## config.mk

```make
export PLATFORM = sky130hd
export DESIGN_NAME = ppfpm_top
export DESIGN_NICKNAME = d
export VERILOG_FILES = /design/src/hw/ppfpm_pkg.sv /design/src/hw/ppfpm_top.sv
export SDC_FILE = /design/constraint.sdc
export NUM_CORES = 1
export LEC_CHECK = 0
export BUFFER_PORTS_ARGS = -buffer_cell sky130_fd_sc_hd__buf_4
export CORE_AREA = 2 2 218 220
export DETAILED_ROUTE_END_ITERATION = 8
export DIE_AREA = 0 0 220 222
export GPL_ROUTABILITY_DRIVEN = 0
export GPL_TIMING_DRIVEN = 0
export SLEW_MARGIN = 20
export SYNTH_ARGS = -nofsm -noshare
export SYNTH_HDL_FRONTEND = slang
export SYNTH_SLANG_ARGS = --single-unit
export TNS_END_PERCENT = 50
```

## constraint.sdc

```tcl
create_clock -name sys_clk -period 3.4 [get_ports sys_clk]
set_clock_uncertainty 0.1 [all_clocks]
set_input_delay 0.68 -clock sys_clk [delete_from_list [all_inputs] [get_ports sys_clk]]
set_output_delay 0.68 -clock sys_clk [all_outputs]
set_load 0.02 [all_outputs]
```

## src/hw/ppfpm_pkg.sv

```systemverilog
// constants and types for the parallel port, flag pin and routing pin mux
package ppfpm_pkg;
	localparam int AD_W           = 16;
	localparam int NARROW_W       = 8;
	localparam int ADDR_W         = 24;
	localparam int FLAG_W         = 4;
	localparam int IRQ_N          = 3;
	localparam int ROUTE_PINS     = 20;
	localparam int DEF_ROUTE_SIGS = 16;
	localparam int SYSTEM_CONTROL_REG_W       = 32;
	localparam int EXT_INTERRUPT_IN_0_EN_BIT    = 16;
	localparam int TIMER_OUT_BIT  = 19;
	localparam int PORT_FLAG_BIT  = 20;
	localparam int TIMER_FLAG     = 3;
	localparam int BOOT_SEL_FLAG  = 0;
	localparam int CNT_W          = 4;
	localparam int DEF_ALE_CYC    = 2;
	localparam int DEF_STROBE_CYC = 3;
	localparam logic [AD_W-1:0] AD_ALL_DRIVE  = 16'hffff;
	localparam logic [AD_W-1:0] AD_HIGH_DRIVE = 16'hff00;
	localparam logic [AD_W-1:0] AD_NO_DRIVE   = 16'h0000;

	typedef enum logic [1:0] {
		BUS_IDLE,
		BUS_ALE,
		BUS_STROBE,
		BUS_RECOVER
	} ppfpm_bus_e;
endpackage : ppfpm_pkg

```

## src/hw/ppfpm_top.sv

```systemverilog
// pin mux and strobe logic for shared address/data, flag and routing pins
`timescale 1ns/10ps
`default_nettype none
module ppfpm_top
	import ppfpm_pkg::*;
#(
	parameter int ALE_CYC    = DEF_ALE_CYC,
	parameter int STROBE_CYC = DEF_STROBE_CYC,
	parameter int ROUTE_SIGS = DEF_ROUTE_SIGS,
	parameter int SEL_W      = $clog2(DEF_ROUTE_SIGS)
)
(
	input  wire logic                        sys_clk,
	input  wire logic                        rst_n,
	input  wire logic [SYSTEM_CONTROL_REG_W-1:0]         system_control_reg,
	input  wire logic                        pp_enable,
	input  wire logic                        pp_wide,
	input  wire logic                        ale_active_low,
	input  wire logic                        acc_req,
	input  wire logic                        acc_write,
	input  wire logic [ADDR_W-1:0]           acc_addr,
	input  wire logic [AD_W-1:0]             acc_wdata,
	output var  logic                        acc_ready,
	output var  logic                        acc_done,
	output var  logic [AD_W-1:0]             acc_rdata,
	input  wire logic [AD_W-1:0]             shared_addr_data_pins_in,
	output var  logic [AD_W-1:0]             shared_addr_data_pins_out,
	output var  logic [AD_W-1:0]             shared_addr_data_pins_oe,
	output var  logic                        read_strobe_n,
	output var  logic                        write_strobe_n,
	output var  logic                        addr_latch_strobe,
	input  wire logic [AD_W-1:0]             port_flag_dir,
	input  wire logic [AD_W-1:0]             port_flag_wval,
	output var  logic [AD_W-1:0]             port_flag_level,
	input  wire logic                        capture_sel,
	output var  logic [AD_W-1:0]             capture_data,
	output var  logic                        capture_valid,
	input  wire logic [FLAG_W-1:0]           general_flag_pins_in,
	output var  logic [FLAG_W-1:0]           general_flag_pins_out,
	output var  logic [FLAG_W-1:0]           general_flag_pins_oe,
	input  wire logic [FLAG_W-1:0]           flag_dir,
	input  wire logic [FLAG_W-1:0]           flag_wval,
	output var  logic [FLAG_W-1:0]           flag_level,
	input  wire logic                        spi_master,
	input  wire logic [FLAG_W-1:0]           spi_sel_en,
	input  wire logic [FLAG_W-1:0]           spi_sel_n,
	input  wire logic                        boot_spi_master,
	input  wire logic                        boot_sel_n,
	input  wire logic                        timer_expired,
	output var  logic [IRQ_N-1:0]            irq_req,
	input  wire logic [ROUTE_SIGS-1:0]       route_sig,
	input  wire logic [ROUTE_SIGS-1:0]       route_oe_sig,
	input  wire logic [ROUTE_PINS*SEL_W-1:0] route_sel,
	input  wire logic [ROUTE_PINS*SEL_W-1:0] route_oe_sel,
	input  wire logic [ROUTE_PINS-1:0]       audio_routing_pins_in,
	output var  logic [ROUTE_PINS-1:0]       audio_routing_pins_out,
	output var  logic [ROUTE_PINS-1:0]       audio_routing_pins_oe,
	output var  logic [ROUTE_PINS-1:0]       route_pin_level,
	input  wire logic                        routing_pin_pullup_wr,
	input  wire logic [ROUTE_PINS-1:0]       routing_pin_pullup_ctl,
	output var  logic [ROUTE_PINS-1:0]       pullup_en
);

	////////////////////////////////////////////////////////////////////////////
	if (ALE_CYC < 1 || ALE_CYC >= 2**CNT_W || STROBE_CYC < 1 || STROBE_CYC >= 2**CNT_W)
	begin : g_bad_cyc
		$error("strobe cycle counts out of range");
	end
	if (ROUTE_SIGS < 2 || 2**SEL_W < ROUTE_SIGS)
	begin : g_bad_sel
		$error("route select width too small");
	end

	typedef struct packed {
		ppfpm_bus_e              st;
		logic [CNT_W-1:0]        cnt;
		logic [AD_W-1:0]         last_key;
		logic                    last_valid;
		logic                    last_wide;
		logic                    x_wr;
		logic                    x_wide;
		logic [ADDR_W-1:0]       x_addr;
		logic [AD_W-1:0]         x_data;
		logic                    acc_ready;
		logic                    acc_done;
		logic [AD_W-1:0]         acc_rdata;
		logic [AD_W-1:0]         ad_out;
		logic [AD_W-1:0]         ad_oe;
		logic                    rd_n;
		logic                    wr_n;
		logic                    ale;
		logic [AD_W-1:0]         asy1;
		logic [AD_W-1:0]         asy2;
		logic [AD_W-1:0]         port_flag_level;
		logic [AD_W-1:0]         cap_data;
		logic                    cap_valid;
		logic [FLAG_W-1:0]       fsy1;
		logic [FLAG_W-1:0]       fsy2;
		logic [FLAG_W-1:0]       flag_level;
		logic [FLAG_W-1:0]       flag_out;
		logic [FLAG_W-1:0]       flag_oe;
		logic [IRQ_N-1:0]        irq_req;
		logic [ROUTE_PINS-1:0]   rsy1;
		logic [ROUTE_PINS-1:0]   rsy2;
		logic [ROUTE_PINS-1:0]   route_level;
		logic [ROUTE_PINS-1:0]   rout;
		logic [ROUTE_PINS-1:0]   roe;
		logic [ROUTE_PINS-1:0]   pullup_en;
	} ppfpm_state_s;

	ppfpm_state_s s;
	ppfpm_state_s next_s;
	logic         flag_mode;
	logic         cap_mode;
	logic         bus_mode;
	logic         take;
	logic [AD_W-1:0] req_key;

	function automatic logic ppfpm_pick(input logic [ROUTE_SIGS-1:0] v, input logic [SEL_W-1:0] i);
		return v[i];
	endfunction : ppfpm_pick

	// address bits held by the outside latch for the given width
	function automatic logic [AD_W-1:0] ppfpm_key(input logic [ADDR_W-1:0] a, input logic wide);
		return wide ? a[AD_W-1:0] : a[ADDR_W-1:NARROW_W];
	endfunction : ppfpm_key

	////////////////////////////////////////////////////////////////////////////
	assign flag_mode = system_control_reg[PORT_FLAG_BIT] & ~pp_enable;
	assign cap_mode  = capture_sel & ~flag_mode;
	assign bus_mode  = pp_enable & ~cap_mode;
	assign take      = bus_mode & acc_req & s.acc_ready;
	assign req_key   = ppfpm_key(acc_addr, pp_wide);

	always_comb
	begin
		next_s = s;
		next_s.acc_done  = 1'b0;
		next_s.cap_valid = 1'b0;
		// synchronisers, first stage feeds only the second
		next_s.fsy1 = general_flag_pins_in;
		next_s.fsy2 = s.fsy1;
		next_s.flag_level = s.fsy2;
		next_s.asy1 = shared_addr_data_pins_in;
		next_s.asy2 = s.asy1;
		next_s.port_flag_level = s.asy2;
		next_s.rsy1 = audio_routing_pins_in;
		next_s.rsy2 = s.rsy1;
		next_s.route_level = s.rsy2;
		if (routing_pin_pullup_wr)
		begin
			next_s.pullup_en = routing_pin_pullup_ctl;
		end
		for (int p = 0; p < ROUTE_PINS; p++)
		begin
			next_s.rout[p] = ppfpm_pick(route_sig, route_sel[p*SEL_W +: SEL_W]);
			next_s.roe[p]  = ppfpm_pick(route_oe_sig, route_oe_sel[p*SEL_W +: SEL_W]);
		end
		// general flags, later assignments win
		for (int i = 0; i < FLAG_W; i++)
		begin
			next_s.flag_oe[i]  = flag_dir[i];
			next_s.flag_out[i] = flag_wval[i];
			if (spi_master && spi_sel_en[i])
			begin
				next_s.flag_oe[i]  = 1'b1;
				next_s.flag_out[i] = spi_sel_n[i];
			end
			if (i == TIMER_FLAG && system_control_reg[TIMER_OUT_BIT])
			begin
				next_s.flag_oe[i]  = 1'b1;
				next_s.flag_out[i] = timer_expired;
			end
			if (i < IRQ_N && system_control_reg[EXT_INTERRUPT_IN_0_EN_BIT+i])
			begin
				next_s.flag_oe[i] = 1'b0;
			end
			if (i == BOOT_SEL_FLAG && boot_spi_master)
			begin
				next_s.flag_oe[i]  = 1'b1;
				next_s.flag_out[i] = boot_sel_n;
			end
		end
		// interrupt pins are active low, synchronised before use
		for (int i = 0; i < IRQ_N; i++)
		begin
			next_s.irq_req[i] = system_control_reg[EXT_INTERRUPT_IN_0_EN_BIT+i] & ~s.fsy2[i];
		end
		// external bus sequencer
		if (!bus_mode)
		begin
			next_s.st = BUS_IDLE;
			next_s.last_valid = 1'b0;
		end
		else
		begin
			case (s.st)
				BUS_IDLE:
				begin
					if (take)
					begin
						next_s.x_wr   = acc_write;
						next_s.x_wide = pp_wide;
						next_s.x_addr = acc_addr;
						next_s.x_data = acc_wdata;
						next_s.cnt    = '0;
						if (s.last_valid && s.last_wide == pp_wide && s.last_key == req_key)
						begin
							next_s.st = BUS_STROBE;
						end
						else
						begin
							next_s.st = BUS_ALE;
							next_s.last_key   = req_key;
							next_s.last_valid = 1'b1;
							next_s.last_wide  = pp_wide;
						end
					end
				end
				BUS_ALE:
				begin
					next_s.cnt = s.cnt + 1'b1;
					if (s.cnt == CNT_W'(ALE_CYC - 1))
					begin
						next_s.st  = BUS_STROBE;
						next_s.cnt = '0;
					end
				end
				BUS_STROBE:
				begin
					next_s.cnt = s.cnt + 1'b1;
					if (s.cnt == CNT_W'(STROBE_CYC - 1))
					begin
						next_s.st = BUS_RECOVER;
						next_s.acc_done = 1'b1;
						if (!s.x_wr)
						begin
							next_s.acc_rdata = s.x_wide ? shared_addr_data_pins_in :
								{{NARROW_W{1'b0}}, shared_addr_data_pins_in[NARROW_W-1:0]};
						end
					end
				end
				BUS_RECOVER:
				begin
					next_s.st = BUS_IDLE;
				end
				default:
				begin
					next_s.st = BUS_IDLE;
				end
			endcase
		end
		next_s.acc_ready = bus_mode && next_s.st == BUS_IDLE;
		// strobes follow the next state; all idle in flag use
		next_s.rd_n = !(next_s.st == BUS_STROBE && !next_s.x_wr);
		next_s.wr_n = !(next_s.st == BUS_STROBE && next_s.x_wr);
		next_s.ale  = (next_s.st == BUS_ALE) ^ ale_active_low;
		// shared pin drive
		next_s.ad_out = AD_NO_DRIVE;
		next_s.ad_oe  = AD_NO_DRIVE;
		if (flag_mode)
		begin
			next_s.ad_out = port_flag_wval;
			next_s.ad_oe  = port_flag_dir;
		end
		else if (cap_mode)
		begin
			next_s.cap_data  = shared_addr_data_pins_in;
			next_s.cap_valid = 1'b1;
		end
		else if (next_s.st == BUS_ALE)
		begin
			next_s.ad_out = ppfpm_key(next_s.x_addr, next_s.x_wide);
			next_s.ad_oe  = AD_ALL_DRIVE;
		end
		else if (next_s.st == BUS_STROBE)
		begin
			// narrow width carries address bits 7..0 on the upper byte lane
			if (next_s.x_wide)
			begin
				next_s.ad_out = next_s.x_data;
				next_s.ad_oe  = next_s.x_wr ? AD_ALL_DRIVE : AD_NO_DRIVE;
			end
			else
			begin
				next_s.ad_out = {next_s.x_addr[NARROW_W-1:0], next_s.x_data[NARROW_W-1:0]};
				next_s.ad_oe  = next_s.x_wr ? AD_ALL_DRIVE : AD_HIGH_DRIVE;
			end
		end
	end

	always_ff @(posedge sys_clk or negedge rst_n)
	begin
		if (!rst_n)
		begin
			s           <= '0;
			s.rd_n      <= 1'b1;
			s.wr_n      <= 1'b1;
			s.pullup_en <= '1;
		end
		else
		begin
			s <= next_s;
		end
	end

	////////////////////////////////////////////////////////////////////////////
	assign acc_ready                 = s.acc_ready;
	assign acc_done                  = s.acc_done;
	assign acc_rdata                 = s.acc_rdata;
	assign shared_addr_data_pins_out = s.ad_out;
	assign shared_addr_data_pins_oe  = s.ad_oe;
	assign read_strobe_n             = s.rd_n;
	assign write_strobe_n            = s.wr_n;
	assign addr_latch_strobe         = s.ale;
	assign port_flag_level           = s.port_flag_level;
	assign capture_data              = s.cap_data;
	assign capture_valid             = s.cap_valid;
	assign general_flag_pins_out     = s.flag_out;
	assign general_flag_pins_oe      = s.flag_oe;
	assign flag_level                = s.flag_level;
	assign irq_req                   = s.irq_req;
	assign audio_routing_pins_out    = s.rout;
	assign audio_routing_pins_oe     = s.roe;
	assign route_pin_level           = s.route_level;
	assign pullup_en                 = s.pullup_en;

	////////////////////////////////////////////////////////////////////////////
	localparam int STB_MAX = 20;
endmodule : ppfpm_top
`default_nettype wire

```

==> run summary <==
In this run the worst path has a maximum fanout of 10. In this run, placement finished with an instance count of 2428. For this run, asynchronously set or reset flops after synthesis account for 100%. Prior to clock tree synthesis, the placed netlist has a worst setup slack of -0.128 ns. Cells with a size suffix above 1 make up 56.2% of the layout. The achievable clock frequency is 313 MHz. Leaving out fill and tap cells, the most frequent cells in the layout are sky130_fd_sc_hd__buf_4 (679), sky130_fd_sc_hd__dfrtp_1 (305), sky130_fd_sc_hd__nand2_1 (202). The pin count of the biggest net entering global routing is 101.

Setup repair after global routing left no endpoint under its margin. The remaining antenna violation count after routing came out at 0. The post-synthesis cell area came out at 0.0179 mm2. The worst setup path is launched from a flop. The layout-stage area growth over the synthesis result is 33.4%. Row generation in the floorplan step produced 79 rows. IR analysis of the VDD net gives a maximum drop of 0.000416 V.

The power per standard cell area is 481 mW/mm2. For this run, the leading register cell type out of synthesis is sky130_fd_sc_hd__dfrtp_1. For this run, the post-layout net count is 2255. The global routing usage summed across all routing layers came out at 22.3%.

The leakage power summed over all cells came out at 10.9 nW. The worst setup path is captured at a flop. The sequential share of the synthesized area came out at 45.9%. The net count of the mapped netlist came out at 1706. The total buffers and inverters traversed by the critical path came out at 2.

After the first detailed-routing iteration, the DRC count stood at 852. Yosys mapped a number of flops with a built-in enable equal to 0. The netlist uses 64 different library cells.

For this block, the via count after detailed routing is 13100. The average footprint of a synthesized cell came out at 13.6 um2. The first-pass GRT wire length came out at 82.3 mm. The number of maximum-capacitance violations is 0. The latest clock arrival within the worst-skew pair is 0.55 ns.

The path category of the worst min-delay check is in -> reg. Clock tree synthesis found a total of 327 sinks. Headroom to the max-slew limit came out at 36.8%. The kind of cell adding the most delay to the critical path is simple AND/OR/NAND/NOR gates. The number of H-tree branching levels is 2. After the flow finishes, the layout carries non-filler instances totaling 2504. After filler insertion, the fill cell instance count of the layout stands at 4054. The count of pins over their slew limit is 0.

The run finished with clean final reports. The die extent in x is 220 um. The detailed-route wire length per cell is 22.0 um. The standard cell with the maximum stage delay on the critical path is sky130_fd_sc_hd__nor2_2. The number of buffers created by CTS came out at 39.

The flop and latch count out of synthesis is 327. The final clock period utilization by the worst path came out at 93.9%. Buffers placed on the I/O ports in this run total 504. TritonCTS built the clock tree. In the routed design, unresolved DRC markers number 0. During synthesis, Yosys emitted a total of 0 warnings.

The area of the multi-input gates came out at 0.00784 mm2. The root buffer cell chosen for the clock tree is sky130_fd_sc_hd__clkbuf_16. The effective utilization at floorplan came out at 38.6%. Leaving out fill and tap cells, the most frequent cell in the layout is sky130_fd_sc_hd__buf_4. The worst setup path is of the reg -> reg kind. The number of ports placed on the die boundary is 566. The standard cell core area is 0.0463 mm2.

The routed wire length came out at 55.2 mm. The cell count after synthesis came out at 1314. The peak per-stage delay on the critical path came out at 0.56 ns. The iteration count of the initial detailed-routing pass came out at 5. Detailed placement finished with a half-perimeter wire length of 41.8 mm. The worst setup slack after layout is 0.209 ns. The die covers 0.0488 mm2. The number of global-route vias before repair is 13600. For the pin with the worst max-slew slack, the measured transition is 0.940 ns. The hold violation total from the final report is 0. The chip height is 222 um. After global routing the overflow that remains totals 0. Walking the worst path, the cells encountered are inv_1, ha_1, nand4bb_1, nand3b_1, nand4_1, nor2_2, clkbuf_1, nand3_1, o221ai_1. The mean number of vias per cell came out at 5.25. The sequential cells in the finished layout cover a total of 0.00821 mm2.

Data on the critical path arrives at its endpoint at 3.53 ns. The setup-violating endpoint count in the final report is 0. The number of antenna violations at the first check in global routing was 7. The clock-pin slew on the worst setup and hold paths is 0.06 ns. The maximum count of clock buffers along a single path is 3. The required time at the endpoint of the critical path is 3.74 ns. The post-layout minimum cycle time is 3.19 ns. The number of buffers inserted by post-CTS setup repair is 0.
cells in the mapped netlist (2+ instances only):
| master | instances | area share (%) |
|---|---|---|
| sky130_fd_sc_hd__nor2b_1 | 5 | 0.17 |
| sky130_fd_sc_hd__o21ai_0 | 22 | 0.62 |
| sky130_fd_sc_hd__mux2i_1 | 42 | 2.4 |
| sky130_fd_sc_hd__nand3b_1 | 2 | 0.084 |
| sky130_fd_sc_hd__o221ai_1 | 2 | 0.098 |
| sky130_fd_sc_hd__dfstp_2 | 22 | 3.2 |
| sky130_fd_sc_hd__mux2i_4 | 2 | 0.25 |
| sky130_fd_sc_hd__o211ai_1 | 4 | 0.17 |
| sky130_fd_sc_hd__or3_1 | 2 | 0.070 |
| sky130_fd_sc_hd__inv_1 | 14 | 0.29 |
| sky130_fd_sc_hd__o21a_1 | 2 | 0.084 |
| sky130_fd_sc_hd__a21oi_1 | 13 | 0.36 |
| sky130_fd_sc_hd__a211oi_1 | 8 | 0.34 |
| sky130_fd_sc_hd__dfrtp_1 | 305 | 43 |
| sky130_fd_sc_hd__buf_6 | 4 | 0.25 |
| sky130_fd_sc_hd__nand2_1 | 202 | 4.2 |
| sky130_fd_sc_hd__buf_4 | 176 | 7.4 |
| sky130_fd_sc_hd__a21o_1 | 7 | 0.29 |
| sky130_fd_sc_hd__a21boi_0 | 2 | 0.084 |
| sky130_fd_sc_hd__and2_1 | 3 | 0.11 |
| sky130_fd_sc_hd__buf_2 | 3 | 0.084 |
| sky130_fd_sc_hd__mux4_2 | 200 | 25 |
| sky130_fd_sc_hd__xnor2_1 | 13 | 0.64 |
| sky130_fd_sc_hd__nor2_1 | 15 | 0.31 |
| sky130_fd_sc_hd__nor4_2 | 2 | 0.14 |
| sky130_fd_sc_hd__nand3_1 | 24 | 0.67 |
| sky130_fd_sc_hd__mux2i_2 | 3 | 0.23 |
| sky130_fd_sc_hd__buf_1 | 2 | 0.042 |
| sky130_fd_sc_hd__clkbuf_1 | 90 | 1.9 |
| sky130_fd_sc_hd__o22ai_1 | 2 | 0.070 |
| sky130_fd_sc_hd__o221ai_2 | 8 | 0.67 |
| sky130_fd_sc_hd__ha_1 | 7 | 0.49 |
| sky130_fd_sc_hd__a32oi_1 | 7 | 0.34 |
| sky130_fd_sc_hd__nand2b_1 | 4 | 0.14 |
| sky130_fd_sc_hd__buf_12 | 2 | 0.22 |
| sky130_fd_sc_hd__xor2_1 | 5 | 0.24 |
| sky130_fd_sc_hd__mux2_2 | 54 | 3.4 |
| sky130_fd_sc_hd__mux2_1 | 2 | 0.13 |
| sky130_fd_sc_hd__nor3_1 | 2 | 0.056 |
| sky130_fd_sc_hd__o211ai_2 | 6 | 0.42 |
what timing repair did:
| action | in CTS | in global routing |
|---|---|---|
| hold endpoints to repair | 5 | 0 |
| gates resized for setup | 0 | 0 |
| hold buffers | 1 | 0 |
flip-flops by register name (all words and copies together), names as in the netlist, 3 cells and up:
register / count
pullup_en: 20
irq_req: 3
shared_addr_data_pins_oe: 16
s: 66
flag_level: 4
port_flag_level: 16
next_s: 80
capture_data: 16
acc_rdata: 16
shared_addr_data_pins_out: 16
audio_routing_pins_out: 20
general_flag_pins_oe: 4
audio_routing_pins_oe: 20
route_pin_level: 20
general_flag_pins_out: 4
logic make-up (layout without fill, tap and decap cells):
family / Yosys count / in the layout / share of synthesized area (%)
adder cells (fa/ha/maj): 7 / 7 / 0.490
buffers and inverters: 292 / 870 / 10.2
AO/OA/AOI/OAI: 91 / 91 / 4.05
other: 0 / 5 / 0
AND/OR/NAND/NOR: 276 / 276 / 6.89
flip-flops: 327 / 327 / 45.9
multiplexers: 303 / 303 / 31.6
XOR/XNOR: 18 / 18 / 0.882
through the flow:
| stage | hold WS (ns) | setup TNS [ns] | total power (W) | area (um2) | util (%) |
|---|---|---|---|---|---|
| 2_1_floorplan | 0.231 | 0 | 0.00614 | 17900 | - |
| 3_3_place_gp | 0.231 | -459.89 | 0.00722 | 22400 | 48.5 |
| 3_5_place_dp | 0.235 | -0.881 | 0.00728 | 22500 | 48.7 |
| 4_1_cts | 0.0974 | 0 | 0.0116 | 23800 | 51.5 |
| 5_1_grt | 0.101 | 0 | 0.0120 | 23800 | 51.5 |
| 6_report | 0.138 | 0 | 0.0115 | 23800 | 51.5 |
final cells by class:
cell class | count | share of cell area [%]
sequential | 327 | 34.4
multi-input combinational | 695 | 32.9
timing repair buffer | 508 | 16.3
buffer | 277 | 7.41
clock buffer | 51 | 4.58
tap | 607 | 3.18
clock inverter | 19 | 0.934
inverter | 15 | 0.236
antenna | 5 | 0.0525
layer usage:
layer	share of wire, %	vias to the layer above	track usage, %
li1	-	5750	-
met3	10	90	6.15
met2	49	708	37.0
met5	0.060	-	0
met1	38	6582	28.7
met4	2.6	6	6.28
report_power, final:
part | total, W | switching [W] | internal (W)
sequential | 0.00450 | 0.000179 | 0.00432
combinational | 0.00271 | 0.00127 | 0.00144
clock | 0.00425 | 0.00167 | 0.00258
final timing paths:
kind	from	end	slack, ns	cells after the start
setup / recovery	s[325]$_DFF_PN0_	shared_addr_data_pins_out[15]$_DFF_PN0_	0.21	9
hold / removal	audio_routing_pins_in[10]	next_s[90]$_DFF_PN0_	0.14	1
setup reg to reg	s[325]$_DFF_PN0_	shared_addr_data_pins_out[15]$_DFF_PN0_	0.21	9
hold reg to reg	next_s[71]$_DFF_PN0_	route_pin_level[11]$_DFF_PN0_	0.24	0
max in group asynchronous	rst_n	audio_routing_pins_oe[16]$_DFF_PN0_	1.38	4
min in group asynchronous	rst_n	port_flag_level[2]$_DFF_PN0_	0.61	2
No activity file was read; power rests on OpenSTA's default activity.
